### src/verilog/xetu_pkg.sv
// Package of constants and types for the exchange, translate and xor execution unit.
package xetu_pkg;
    localparam logic [7:0] OP_TEST = 8'h85;
    localparam logic [7:0] OP_XADD8 = 8'hc0;
    localparam logic [7:0] OP_XADDW = 8'hc1;
    localparam logic [7:0] OP_SWAP_ACC = 8'h90;
    localparam logic [7:0] OP_SWAP8 = 8'h86;
    localparam logic [7:0] OP_SWAPW = 8'h87;
    localparam logic [7:0] OP_LOOKUP = 8'hd7;
    localparam logic [7:0] OP_XOR_ACC8 = 8'h34;
    localparam logic [7:0] OP_XOR_ACCW = 8'h35;
    localparam logic [7:0] OP_GRP_IMM8 = 8'h80;
    localparam logic [7:0] OP_GRP_IMMW = 8'h81;
    localparam logic [7:0] OP_GRP_IMMS = 8'h83;
    localparam logic [7:0] OP_XOR_MR8 = 8'h30;
    localparam logic [7:0] OP_XOR_MRW = 8'h31;
    localparam logic [7:0] OP_XOR_RM8 = 8'h32;
    localparam logic [7:0] OP_XOR_RMW = 8'h33;
    localparam logic [2:0] GRP_XOR = 3'h6;
    localparam logic [3:0] ACC_REG = 4'h0;
    localparam logic [3:0] BASE_REG = 4'h3;
    localparam int FLAG_CF = 0;
    localparam int FLAG_PF = 2;
    localparam int FLAG_ZF = 6;
    localparam int FLAG_SF = 7;
    localparam int FLAG_OF = 11;
    localparam logic [2:0] FLAG_MASK_LOGIC = 3'h0;
    localparam logic [63:0] ZERO64 = 64'h0;
    typedef enum logic [1:0] {XETU_SZ8, XETU_SZ16, XETU_SZ32, XETU_SZ64} xetu_size_t;
    typedef enum {XETU_IDLE, XETU_WAIT_MEM} xetu_state_t;
endpackage

### src/verilog/xetu_alu_if.sv
// Interface between the unit's control and its arithmetic core.
`timescale 1ns/100ps
`default_nettype none
interface xetu_alu_if;
    import xetu_pkg::*;
    logic [63:0] a;
    logic [63:0] b;
    logic is_add;
    xetu_size_t size;
    logic [63:0] result;
    logic [11:0] flags_in;
    logic [11:0] flags_out;
    modport ctrl (output a, output b, output is_add, output size, output flags_in,
                  input result, input flags_out);
    modport core (input a, input b, input is_add, input size, input flags_in,
                  output result, output flags_out);
endinterface
`default_nettype wire

### src/verilog/xetu_alu.sv
// Combinational add and xor core with width masking and logic flags.
`timescale 1ns/100ps
`default_nettype none
module xetu_alu
    import xetu_pkg::*;
(
    xetu_alu_if.core alu
);
    function automatic logic [63:0] size_mask(input xetu_size_t s);
        case (s)
            XETU_SZ8: size_mask = 64'h00000000000000ff;
            XETU_SZ16: size_mask = 64'h000000000000ffff;
            XETU_SZ32: size_mask = 64'h00000000ffffffff;
            default: size_mask = 64'hffffffffffffffff;
        endcase
    endfunction

    function automatic int sign_pos(input xetu_size_t s);
        case (s)
            XETU_SZ8: sign_pos = 7;
            XETU_SZ16: sign_pos = 15;
            XETU_SZ32: sign_pos = 31;
            default: sign_pos = 63;
        endcase
    endfunction

    logic [63:0] raw;

    always_comb begin
        raw = alu.is_add ? alu.a + alu.b : alu.a ^ alu.b;
        alu.result = raw & size_mask(alu.size);
        alu.flags_out = alu.flags_in;
        // The adder leaves flags alone here; only the logic path redefines them.
        if (!alu.is_add) begin
            alu.flags_out[FLAG_CF] = 1'b0;
            alu.flags_out[FLAG_OF] = 1'b0;
            alu.flags_out[FLAG_ZF] = (alu.result == ZERO64);
            alu.flags_out[FLAG_SF] = alu.result[sign_pos(alu.size)];
            alu.flags_out[FLAG_PF] = ~^alu.result[7:0];
        end
    end
endmodule
`default_nettype wire

### src/verilog/xetu_top.sv
// Execution unit for test, exchange, exchange-add, table lookup and xor operations.
`timescale 1ns/100ps
`default_nettype none
module xetu_top
    import xetu_pkg::*;
(
    input wire logic ref_clk,
    input wire logic rst,
    input wire logic issue_valid,
    input wire logic two_byte,
    input wire logic [7:0] opcode,
    input wire logic [2:0] modrm_reg_field,
    input wire logic [3:0] reg_num,
    input wire logic [3:0] rm_num,
    input wire logic rm_is_mem,
    input wire logic [1:0] operand_size,
    input wire logic [63:0] reg_operand,
    input wire logic [63:0] rm_operand,
    input wire logic [63:0] acc_operand,
    input wire logic [63:0] base_operand,
    input wire logic [31:0] immediate,
    input wire logic [11:0] flags_register_in,
    input wire logic mem_rd_valid,
    input wire logic [7:0] mem_rd_data,
    output logic done,
    output logic illegal,
    output logic wr_a_en,
    output logic [3:0] wr_a_num,
    output logic [63:0] wr_a_data,
    output logic wr_b_en,
    output logic [3:0] wr_b_num,
    output logic [63:0] wr_b_data,
    output logic mem_wr_en,
    output logic [63:0] mem_wr_data,
    output logic mem_rd_req,
    output logic [63:0] mem_rd_addr,
    output logic flags_wr_en,
    output logic [11:0] flags_register
);
    xetu_alu_if alu_bus();

    xetu_alu u_alu (
        .alu(alu_bus)
    );

    function automatic logic [63:0] sext8(input logic [7:0] v);
        sext8 = {{56{v[7]}}, v};
    endfunction

    function automatic logic [63:0] sext32(input logic [31:0] v);
        sext32 = {{32{v[31]}}, v};
    endfunction

    // Swaps bypass the core, so they mask to the operand width here instead.
    function automatic logic [63:0] width_mask(input xetu_size_t s);
        case (s)
            XETU_SZ8: width_mask = 64'h00000000000000ff;
            XETU_SZ16: width_mask = 64'h000000000000ffff;
            XETU_SZ32: width_mask = 64'h00000000ffffffff;
            default: width_mask = 64'hffffffffffffffff;
        endcase
    endfunction

    xetu_state_t state, next_state;
    logic next_done, next_illegal, next_wr_a_en, next_wr_b_en, next_mem_wr_en;
    logic next_mem_rd_req, next_flags_wr_en;
    logic [3:0] next_wr_a_num, next_wr_b_num;
    logic [63:0] next_wr_a_data, next_wr_b_data, next_mem_wr_data, next_mem_rd_addr;
    logic [11:0] next_flags_register;
    xetu_size_t wsize;
    logic [63:0] wide_imm;

    always_comb begin
        wsize = xetu_size_t'(operand_size);
        wide_imm = (wsize == XETU_SZ16) ? {48'h0, immediate[15:0]} : sext32(immediate);
        alu_bus.a = rm_operand;
        alu_bus.b = reg_operand;
        alu_bus.is_add = 1'b0;
        alu_bus.size = wsize;
        alu_bus.flags_in = flags_register_in;
        if (two_byte) begin
            alu_bus.is_add = 1'b1;
            alu_bus.size = (opcode == OP_XADD8) ? XETU_SZ8 : wsize;
        end else if (opcode == OP_XOR_ACC8 || opcode == OP_XOR_ACCW) begin
            alu_bus.a = acc_operand;
            alu_bus.b = (opcode == OP_XOR_ACC8) ? {56'h0, immediate[7:0]} : wide_imm;
            alu_bus.size = (opcode == OP_XOR_ACC8) ? XETU_SZ8 : wsize;
        end else if (opcode == OP_GRP_IMM8) begin
            alu_bus.b = {56'h0, immediate[7:0]};
            alu_bus.size = XETU_SZ8;
        end else if (opcode == OP_GRP_IMMW) begin
            alu_bus.b = wide_imm;
        end else if (opcode == OP_GRP_IMMS) begin
            alu_bus.b = sext8(immediate[7:0]);
        end else if (opcode == OP_XOR_MR8 || opcode == OP_XOR_RM8) begin
            alu_bus.size = XETU_SZ8;
        end else if (opcode == OP_TEST) begin
            // The core only adds or xors; xor with zero passes the AND through for flags.
            alu_bus.a = rm_operand & reg_operand;
            alu_bus.b = ZERO64;
        end else if (opcode == OP_SWAP8) begin
            alu_bus.size = XETU_SZ8;
        end
    end

    always_comb begin
        next_state = state;
        next_done = 1'b0;
        next_illegal = 1'b0;
        next_wr_a_en = 1'b0;
        next_wr_a_num = wr_a_num;
        next_wr_a_data = wr_a_data;
        next_wr_b_en = 1'b0;
        next_wr_b_num = wr_b_num;
        next_wr_b_data = wr_b_data;
        next_mem_wr_en = 1'b0;
        next_mem_wr_data = mem_wr_data;
        next_mem_rd_req = 1'b0;
        next_mem_rd_addr = mem_rd_addr;
        next_flags_wr_en = 1'b0;
        next_flags_register = flags_register;
        case (state)
            XETU_IDLE: begin
                if (issue_valid) begin
                    next_done = 1'b1;
                    // Port A is the reg/mem destination; port B the ModRM reg register.
                    next_wr_a_num = rm_num;
                    next_wr_b_num = reg_num;
                    if (two_byte) begin
                        if (opcode == OP_XADD8 || opcode == OP_XADDW) begin
                            next_wr_b_en = 1'b1;
                            next_wr_b_data = rm_operand & width_mask(alu_bus.size);
                            next_wr_a_en = !rm_is_mem;
                            next_mem_wr_en = rm_is_mem;
                            next_wr_a_data = alu_bus.result;
                            next_mem_wr_data = alu_bus.result;
                        end else begin
                            next_illegal = 1'b1;
                        end
                    end else if (opcode == OP_TEST) begin
                        next_flags_wr_en = 1'b1;
                        next_flags_register = alu_bus.flags_out;
                        // The AND result is discarded, so no write port fires.
                    end else if (opcode[7:3] == OP_SWAP_ACC[7:3]) begin
                        next_wr_a_en = 1'b1;
                        next_wr_a_num = ACC_REG;
                        next_wr_a_data = reg_operand & width_mask(alu_bus.size);
                        next_wr_b_en = 1'b1;
                        next_wr_b_num = {reg_num[3], opcode[2:0]};
                        next_wr_b_data = acc_operand & width_mask(alu_bus.size);
                    end else if (opcode == OP_SWAP8 || opcode == OP_SWAPW) begin
                        // Both mnemonic orders decode to this same path.
                        next_wr_a_en = !rm_is_mem;
                        next_mem_wr_en = rm_is_mem;
                        next_wr_a_data = reg_operand & width_mask(alu_bus.size);
                        next_mem_wr_data = reg_operand & width_mask(alu_bus.size);
                        next_wr_b_en = 1'b1;
                        next_wr_b_data = rm_operand & width_mask(alu_bus.size);
                    end else if (opcode == OP_LOOKUP) begin
                        next_done = 1'b0;
                        next_mem_rd_req = 1'b1;
                        next_mem_rd_addr = base_operand + {56'h0, acc_operand[7:0]};
                        next_state = XETU_WAIT_MEM;
                    end else if (opcode == OP_XOR_ACC8 || opcode == OP_XOR_ACCW) begin
                        next_wr_a_en = 1'b1;
                        next_wr_a_num = ACC_REG;
                        next_wr_a_data = alu_bus.result;
                        next_flags_wr_en = 1'b1;
                        next_flags_register = alu_bus.flags_out;
                    end else if (((opcode == OP_GRP_IMM8 || opcode == OP_GRP_IMMW ||
                                   opcode == OP_GRP_IMMS) && modrm_reg_field == GRP_XOR) ||
                                 opcode == OP_XOR_MR8 || opcode == OP_XOR_MRW) begin
                        next_wr_a_en = !rm_is_mem;
                        next_mem_wr_en = rm_is_mem;
                        next_wr_a_data = alu_bus.result;
                        next_mem_wr_data = alu_bus.result;
                        next_flags_wr_en = 1'b1;
                        next_flags_register = alu_bus.flags_out;
                    end else if (opcode == OP_XOR_RM8 || opcode == OP_XOR_RMW) begin
                        next_wr_b_en = 1'b1;
                        next_wr_b_data = alu_bus.result;
                        next_flags_wr_en = 1'b1;
                        next_flags_register = alu_bus.flags_out;
                    end else begin
                        next_illegal = 1'b1;
                    end
                end
            end
            XETU_WAIT_MEM: begin
                // New issues are not taken while the lookup read is outstanding.
                if (mem_rd_valid) begin
                    next_wr_a_en = 1'b1;
                    next_wr_a_num = ACC_REG;
                    next_wr_a_data = {acc_operand[63:8], mem_rd_data};
                    next_done = 1'b1;
                    next_state = XETU_IDLE;
                end
            end
            default: next_state = XETU_IDLE;
        endcase
    end

    always_ff @(posedge ref_clk) begin
        if (rst) begin
            state <= XETU_IDLE;
            done <= 1'b0;
            illegal <= 1'b0;
            wr_a_en <= 1'b0;
            wr_a_num <= ACC_REG;
            wr_a_data <= ZERO64;
            wr_b_en <= 1'b0;
            wr_b_num <= ACC_REG;
            wr_b_data <= ZERO64;
            mem_wr_en <= 1'b0;
            mem_wr_data <= ZERO64;
            mem_rd_req <= 1'b0;
            mem_rd_addr <= ZERO64;
            flags_wr_en <= 1'b0;
            flags_register <= 12'h000;
        end else begin
            state <= next_state;
            done <= next_done;
            illegal <= next_illegal;
            wr_a_en <= next_wr_a_en;
            wr_a_num <= next_wr_a_num;
            wr_a_data <= next_wr_a_data;
            wr_b_en <= next_wr_b_en;
            wr_b_num <= next_wr_b_num;
            wr_b_data <= next_wr_b_data;
            mem_wr_en <= next_mem_wr_en;
            mem_wr_data <= next_mem_wr_data;
            mem_rd_req <= next_mem_rd_req;
            mem_rd_addr <= next_mem_rd_addr;
            flags_wr_en <= next_flags_wr_en;
            flags_register <= next_flags_register;
        end
    end
endmodule
`default_nettype wire
### config.mk
export PLATFORM = sky130hd
export DESIGN_NAME = xetu_top
export DESIGN_NICKNAME = d
export VERILOG_FILES = /design/src/verilog/xetu_pkg.sv /design/src/verilog/xetu_alu_if.sv /design/src/verilog/xetu_alu.sv /design/src/verilog/xetu_top.sv
export SDC_FILE = /design/constraint.sdc
export NUM_CORES = 1
export LEC_CHECK = 0
export BUFFER_PORTS_ARGS = -buffer_cell sky130_fd_sc_hd__buf_2
export CORE_AREA = 2 2 241 243
export CTS_CLUSTER_DIAMETER = 80
export DETAILED_ROUTE_END_ITERATION = 12
export DIE_AREA = 0 0 243 245
export PLACE_DENSITY = 0.68
export SLEW_MARGIN = 10
export SYNTH_ARGS = -nofsm -noshare
export SYNTH_HDL_FRONTEND = slang
export SYNTH_HIERARCHICAL = 1
export SYNTH_SLANG_ARGS = --single-unit
### constraint.sdc
create_clock -name ref_clk -period 6.7 [get_ports ref_clk]
set_clock_uncertainty 0.1 [all_clocks]
set_input_delay 1.675 -clock ref_clk [delete_from_list [all_inputs] [get_ports ref_clk]]
set_output_delay 1.675 -clock ref_clk [all_outputs]
set_load 0.01 [all_outputs]
==> metrics, run 1 <==
vias in the first global route around 25000; GR Overflow Total 0; Top FF cell, synth dfxtp_1; Syn Inst Count 3009; area of the multi-input gates approximately 15000 µm²; clock transition at the registers of the reported paths ~0.060 ns; largest net degree at the start of global routing between 100 and 150; R2R setup slack between 3 and 4 ns; sequential fraction of design power between 30% and 40%; layout cells sized above 1 32.8%; Die Y around 250 µm; compound-cell area share of the yosys netlist about a third; list of most frequent post-synthesis cells 431 x nor2_1, 284 x dfxtp_1, 281 x nand2_1; gp weighted congestion 1.03; Worst path slowest cell nor4bb_4; setup ws final between 0.009 and 0.01 ns; nets between 4000 and 5000; most common cell in the netlist nor2_1; maximum vdd drop about 0.16 mV; Core ar. 57000 µm²; Least-Margin Pin Slew roughly 1.1 ns; I/O Pins between 600 and 700; final max-slew violation count 0; # setup viols final 0; register area approximately 5700 µm²; Post-DRT Antenna Nets 0; Initial Utilization around 39%; Crit Path Class primary input to register; P_sw roughly 1.9 mW; first-pass GRT wire length around 150000 µm; Core Rows between 80 and 90; CTS buffer count 37; Clock Latency Late Sink ~0.56 ns; Post-DP HPWL 78400 µm; fraction of registers with async set/reset 0%; Startpoint Class primary input; number of enable flip-flop cells after synthesis 0; Fin. Hold Viols 0; # DRC 0; Hold Buf Count CTS 0; Die ar. about 60000 µm²; post-synthesis register bit count between 200 and 300; period utilization between 90% and 100%; Crit path required time roughly 7.1 ns; internal power ~3.7 mW; outcome completed; WHS 0.351 ns; Gate power share 32.9%; wire per inst 21.8 µm; # port buffers a little over 600; Switching Fraction between 30% and 40%; DRT Pass-1 Iters 7; power density over the cells 185 nW/µm²; routed vias 27689; Slew headroom 23.5%; Synth Area in Simple Gates 23.6%; postcts setup bufs 0; CTS tree yes; post-synth top area cell dfxtp_1; slowest stage delay, CP 0.40 ns; RSZ-0062 raised after global routing true; post-synth cell types 105; largest family of logic cells by synthesized area compound AO/OA/AOI/OAI gates; Vias/cell 5.92; syn avg cell area 7.47 µm²; top cells by area, synth dfxtp_1 25%, nor2_1 7.2%, a211oi_1 5.8%, nand2_1 4.7%, o21ai_0 4.6%; WP buf/inv 8; GRT Resource Usage Total about a third; Leak approximately 13 nW; post-synthesis sequential area ratio about a quarter; Synth-to-Final Area Change 35.3%; Tmin final between 6 and 7 ns; Top cell by count, worst path buf_4; Clock power frac roughly 35%; CTS sink count around 280; Synth Area in XOR/XNOR about 4.5%; Syn Nets approximately 3400; Peak Freq between 0.1 and 0.15 GHz; initial antenna violation count 17; cell area after synthesis 22500 µm²; mux cell area share after synthesis under 10%; adder-cell share of the synthesized area between 4 and 5%; Synth top area share 25.3%; Root Buffer clkbuf_16; Worst Setup End Kind register; final setup TNS 0 ns; fill cell count 5788; Clock Path Buffers 3; max_cap viols 0; crit path DAT slightly above 7 ns; DR iter-0 viols 2570; Min-Delay Path Class register to register; critical path fanouts, max 21; Place WS -0.856 ns; Die Wd ~240 µm; # H-tree levels 2; final wirelength 102000 µm; Yosys warnings 6; CP top delay family simple AND/OR/NAND/NOR gates
==> cell families (layout without fill, tap and decap cells) <==
group,count (synthesis),after routing
simple gates,1116,1116
compound gates,1049,1049
buf+inv,321,1210
flops,284,284
xor+xnor,115,115
fa+ha+maj,77,77
mux,47,47
other cells,0,18
==> power by group through the flow <==
stage / logic (mW) / registers [mW] / clock network (mW)
after detailed placement: 1.79 / 1.81 / 0
after floorplan: 0.904 / 1.84 / 0
after global placement: 1.79 / 1.81 / 0
final: 1.85 / 1.78 / 1.99
after CTS: 1.81 / 1.78 / 2.01
after global routing: 1.99 / 1.78 / 2.08
==> worst reg2reg max path, delay by kind of cell, from the launching register on <==
family | cells | cell delay [ns]
AO/OA/AOI/OAI | 1 | 0.22
buffers and inverters | 1 | 0.55
AND/OR/NAND/NOR | 3 | 1.74
flip-flops | 1 | 0.76
==> routing by layer <==
metal	track usage, %	vias up	wire (µm)
li1	-	13017	-
met1	43.3	13081	43400
met2	52.5	1343	46600
met3	4.94	242	7930
met4	13.0	6	4160
met5	0	-	41
==> per-stage QoR <==
stage / util (%) / instances / power (mW) / instance area, µm²
2_1_floorplan: - / 3009 / 2.75 / 22500
4_1_cts: 53.1 / 4663 / 5.60 / 30300
6_report: 53.3 / 4681 / 5.62 / 30400
3_5_place_dp: 50.9 / 4597 / 3.61 / 29000
3_3_place_gp: 50.9 / 4597 / 3.60 / 29000
5_1_grt: 53.3 / 4677 / 5.86 / 30400
==> repair_timing <==
item,in CTS,in global routing
pin swaps,2,5
gates cloned,0,0
setup endpoints to repair,1,4
resized for setup,5,18
==> cell usage in the layout, fill, tap and decap left out, drive strengths merged, types with 48 or more instances in the layout <==
cell type,instances
nor3,113
a22oi,61
inv,51
a21oi,171
nand2,282
nor3b,62
nor2,431
o21ai,225
dfxtp,284
buf,1096
o21a,55
ha,75
xnor2,71
a211oi,181
a221oi,113
clkbuf,48
==> cell type report <==
cell class	count	share of cell area [%]
clock inverters	18	0.547
inverters	48	0.593
diodes	18	0.148
flip-flops and latches	284	18.7
well taps	765	3.15
multi-input cells	2404	51.0
clock buffers	48	3.42
repair buffers	1096	22.5
==> final timing paths <==
kind | startpoint | endpoint | cells after the start
max | opcode[4] | flags_register[6]$_SDFFE_PP0P_ | 29
min | mem_rd_addr[5]$_SDFFE_PP0P_ | mem_rd_addr[5]$_SDFFE_PP0P_ | 2
max reg2reg | state[0]$_SDFFE_PP0P_ | mem_wr_data[10]$_SDFFE_PP0P_ | 5
min reg2reg | mem_rd_addr[5]$_SDFFE_PP0P_ | mem_rd_addr[5]$_SDFFE_PP0P_ | 2
==> registers in the layout, summed over array words and instances (netlist names) <==
register,flops
illegal,1
mem_wr_data,64
done,1
flags_wr_en,1
wr_b_data,64
wr_b_en,1
flags_register,12
mem_rd_req,1
mem_wr_en,1
mem_rd_addr,64
wr_a_en,1
wr_a_data,64
wr_b_num,4
state,1
wr_a_num,4
No activity file was read; power rests on OpenSTA's default activity.
==> inputs of run 2 (changes only) <==
- CORE_AREA: 2 2 241 243 -> not set
- CORE_ASPECT_RATIO: not set -> 0.6
- CORE_UTILIZATION: not set -> 45
- CTS_BUF_LIST: not set -> sky130_fd_sc_hd__clkbuf_8
- DIE_AREA: 0 0 243 245 -> not set
- PLACE_DENSITY: 0.68 -> 0.76
==> run 2 against run 1 <==
  * Cell area decreased by 1.8%
  * Register-to-register slack got worse by 0.24 ns
  * Total power decreased by 8.7%
  * Non-clock buffer count decreased by 12
  * Flip-flop and latch count unchanged
  * Hold slack about the same
  * Clock power decreased by 25%
  * Via count increased by 1.5%
  * Sequential share of layout area increased by 0.34 points
  * Fmax increased by 3.2%
  * Largest cell class unchanged
==> metrics, run 2 (synthesized netlist as in run 1, its figures left out) <==
DRT Pass-1 Iters 6 (was 7); Worst Setup End Kind register (unchanged); wire per inst 22.4 µm (was 21.8 µm); Switching Fraction 36.1% (was 33.8%); CTS buffer count 46 (was 37); finished layout cell area 29900 µm² (was 30400 µm²); RSZ-0062 raised after global routing true (unchanged); Post-DP HPWL 78500 µm (was 78400 µm); P_sw 1.85 mW (was 1.90 mW); Vias/cell 6.16 (was 5.92); internal power 3.28 mW (was 3.72 mW); vias in the first global route 25436 (was 25442); power density over the cells 172 nW/µm² (was 185 nW/µm²); sequential fraction of design power 34.7% (was 31.7%); layout cells sized above 1 32.8% (about the same); first-pass GRT wire length 153000 µm (was 152000 µm); routed vias 28099 (was 27689); setup ws final 0.214 ns (was 0.00935 ns); Tmin final 6.49 ns (was 6.69 ns); most frequent cells in the layout 615 x buf_2, 455 x buf_4, 425 x nor2_1 (was 615 x buf_2, 468 x buf_4, 428 x nor2_1); # H-tree levels 2 (unchanged); # DRC 0 (unchanged); Crit Path Class primary input to register (unchanged); Post-DRT Antenna Nets 0 (unchanged); CTS sink count 284 (unchanged); final wirelength 102000 µm (about the same); Placed Instance Area 28800 µm² (was 29000 µm²); Fin. Hold Viols 0 (unchanged); PostCTS Resize Cnt 0 (was 5); WHS 0.351 ns (about the same); CTS tree yes (unchanged); Synth-to-Final Area Change 32.9% (was 35.3%); Core ar. 49300 µm² (was 57000 µm²); Die Wd 290 µm (was 243 µm); critical path fanouts, max 15 (was 21); I/O Pins 618 (unchanged); gp weighted congestion 1.06 (was 1.03); Slew headroom 13.9% (was 23.5%); DR iter-0 viols 3363 (was 2570); Clock power frac 29.0% (was 35.4%); Hold Buf Count CTS 0 (unchanged); Place WS -0.412 ns (was -0.856 ns); Least-Margin Pin Slew 1.29 ns (was 1.14 ns); GR Overflow Total 0 (unchanged); Gate power share 36.3% (was 32.9%); nets 4280 (was 4283); Clock Path Buffers 3 (unchanged); maximum vdd drop 0.120 mV (was 0.155 mV); fill cell count 4627 (was 5788); Root Buffer clkbuf_8 (was clkbuf_16); Peak Freq 0.154 GHz (was 0.149 GHz); Startpoint Class primary input (unchanged); Leak 12.7 nW (was 12.8 nW); initial antenna violation count 17 (unchanged); Finished Core Util 60.5% (was 53.3%); most common cell after layout, fill and taps aside buf_2 (unchanged); # setup viols final 0 (unchanged); GRT Resource Usage Total 38.2% (was 32.5%); Die ar. 50900 µm² (was 59500 µm²); Min-Delay Path Class register to register (unchanged); max_cap viols 0 (unchanged); Die Y 175 µm (was 245 µm); Crit path required time 7.15 ns (was 7.08 ns); largest net degree at the start of global routing 132 (was 125); # port buffers 617 (unchanged); outcome completed (unchanged); register area 5690 µm² (unchanged); period utilization 96.8% (was 99.9%); crit path DAT 6.94 ns (was 7.07 ns); final max-slew violation count 0 (unchanged); postcts setup bufs 0 (unchanged); Clock Latency Late Sink 0.61 ns (was 0.56 ns); area of the multi-input gates 15500 µm² (about the same); clock transition at the registers of the reported paths 0.07 ns (was 0.06 ns); Initial Utilization 45.5% (was 39.4%); Core Rows 63 (was 88)
run 2: stage by stage:
| step | total power, mW | setup TNS [ns] | cells |
|---|---|---|---|
| 3_5_place_dp | 3.60 | -0.888 | 4470 |
| 6_report | 5.13 | 0 | 4560 |
| 3_3_place_gp | 3.59 | -0.554 | 4470 |
| 4_1_cts | 5.07 | 0 | 4547 |
| 5_1_grt | 5.36 | -0.0512 | 4558 |
| 2_1_floorplan | 2.75 | 0 | 3009 |
run 2: final cells by class:
class	count	share of cell area [%]
flip-flops and latches	284	19.1
inverters	48	0.603
diodes	13	0.109
multi-input cells	2404	52.1
repair buffers	1084	22.6
well taps	650	2.72
clock inverters	25	0.415
clock buffers	52	2.40
run 2: power by group through the flow:
| stage | Sequential, mW | Clock, mW | Combinational, mW |
|---|---|---|---|
| 6_report | 1.78 | 1.49 | 1.86 |
| 5_1_grt | 1.78 | 1.58 | 2.00 |
| 4_1_cts | 1.78 | 1.50 | 1.80 |
| 3_5_place_dp | 1.81 | 0 | 1.79 |
| 3_3_place_gp | 1.81 | 0 | 1.78 |
| 2_1_floorplan | 1.84 | 0 | 0.904 |
run 2: path summary, 6_finish.rpt:
kind,start,to,slack (ns),cells after the start
max,opcode[6],flags_register[6]$_SDFFE_PP0P_,0.21,26
min,mem_rd_addr[4]$_SDFFE_PP0P_,mem_rd_addr[4]$_SDFFE_PP0P_,0.35,2
max reg2reg,state[0]$_SDFFE_PP0P_,wr_a_data[38]$_SDFFE_PP0P_,3.00,7
min reg2reg,mem_rd_addr[4]$_SDFFE_PP0P_,mem_rd_addr[4]$_SDFFE_PP0P_,0.35,2
run 2: per-layer routing:
metal	wire length, µm	vias to the layer above	track usage, %
met4	2700	10	11.0
met5	61	-	0
li1	-	12960	-
met3	13200	216	11.8
met2	41100	1802	53.3
met1	45100	13111	55.4
run 2: worst max-delay path, cell delays in order:
cell      delay [ns]
buf_2           0.12
buf_4           0.14
nor4b_4         0.21
buf_4           0.18
and3_4          0.20
buf_12          0.14
a21oi_1         0.05
nor2_1          0.15
a22oi_1         0.09
o31ai_1         0.34
buf_4           0.18
ha_1            0.25
a21oi_1         0.26
o21ai_1         0.15
a22oi_1         0.26
o211ai_1        0.21
o21ai_2         0.25
xor2_1          0.20
nor2_1          0.10
or4_1           0.46
or4_1           0.49
nor4_2          0.19
nand4b_1        0.15
o41ai_2         0.22
mux2i_1         0.11
nor2_1          0.12
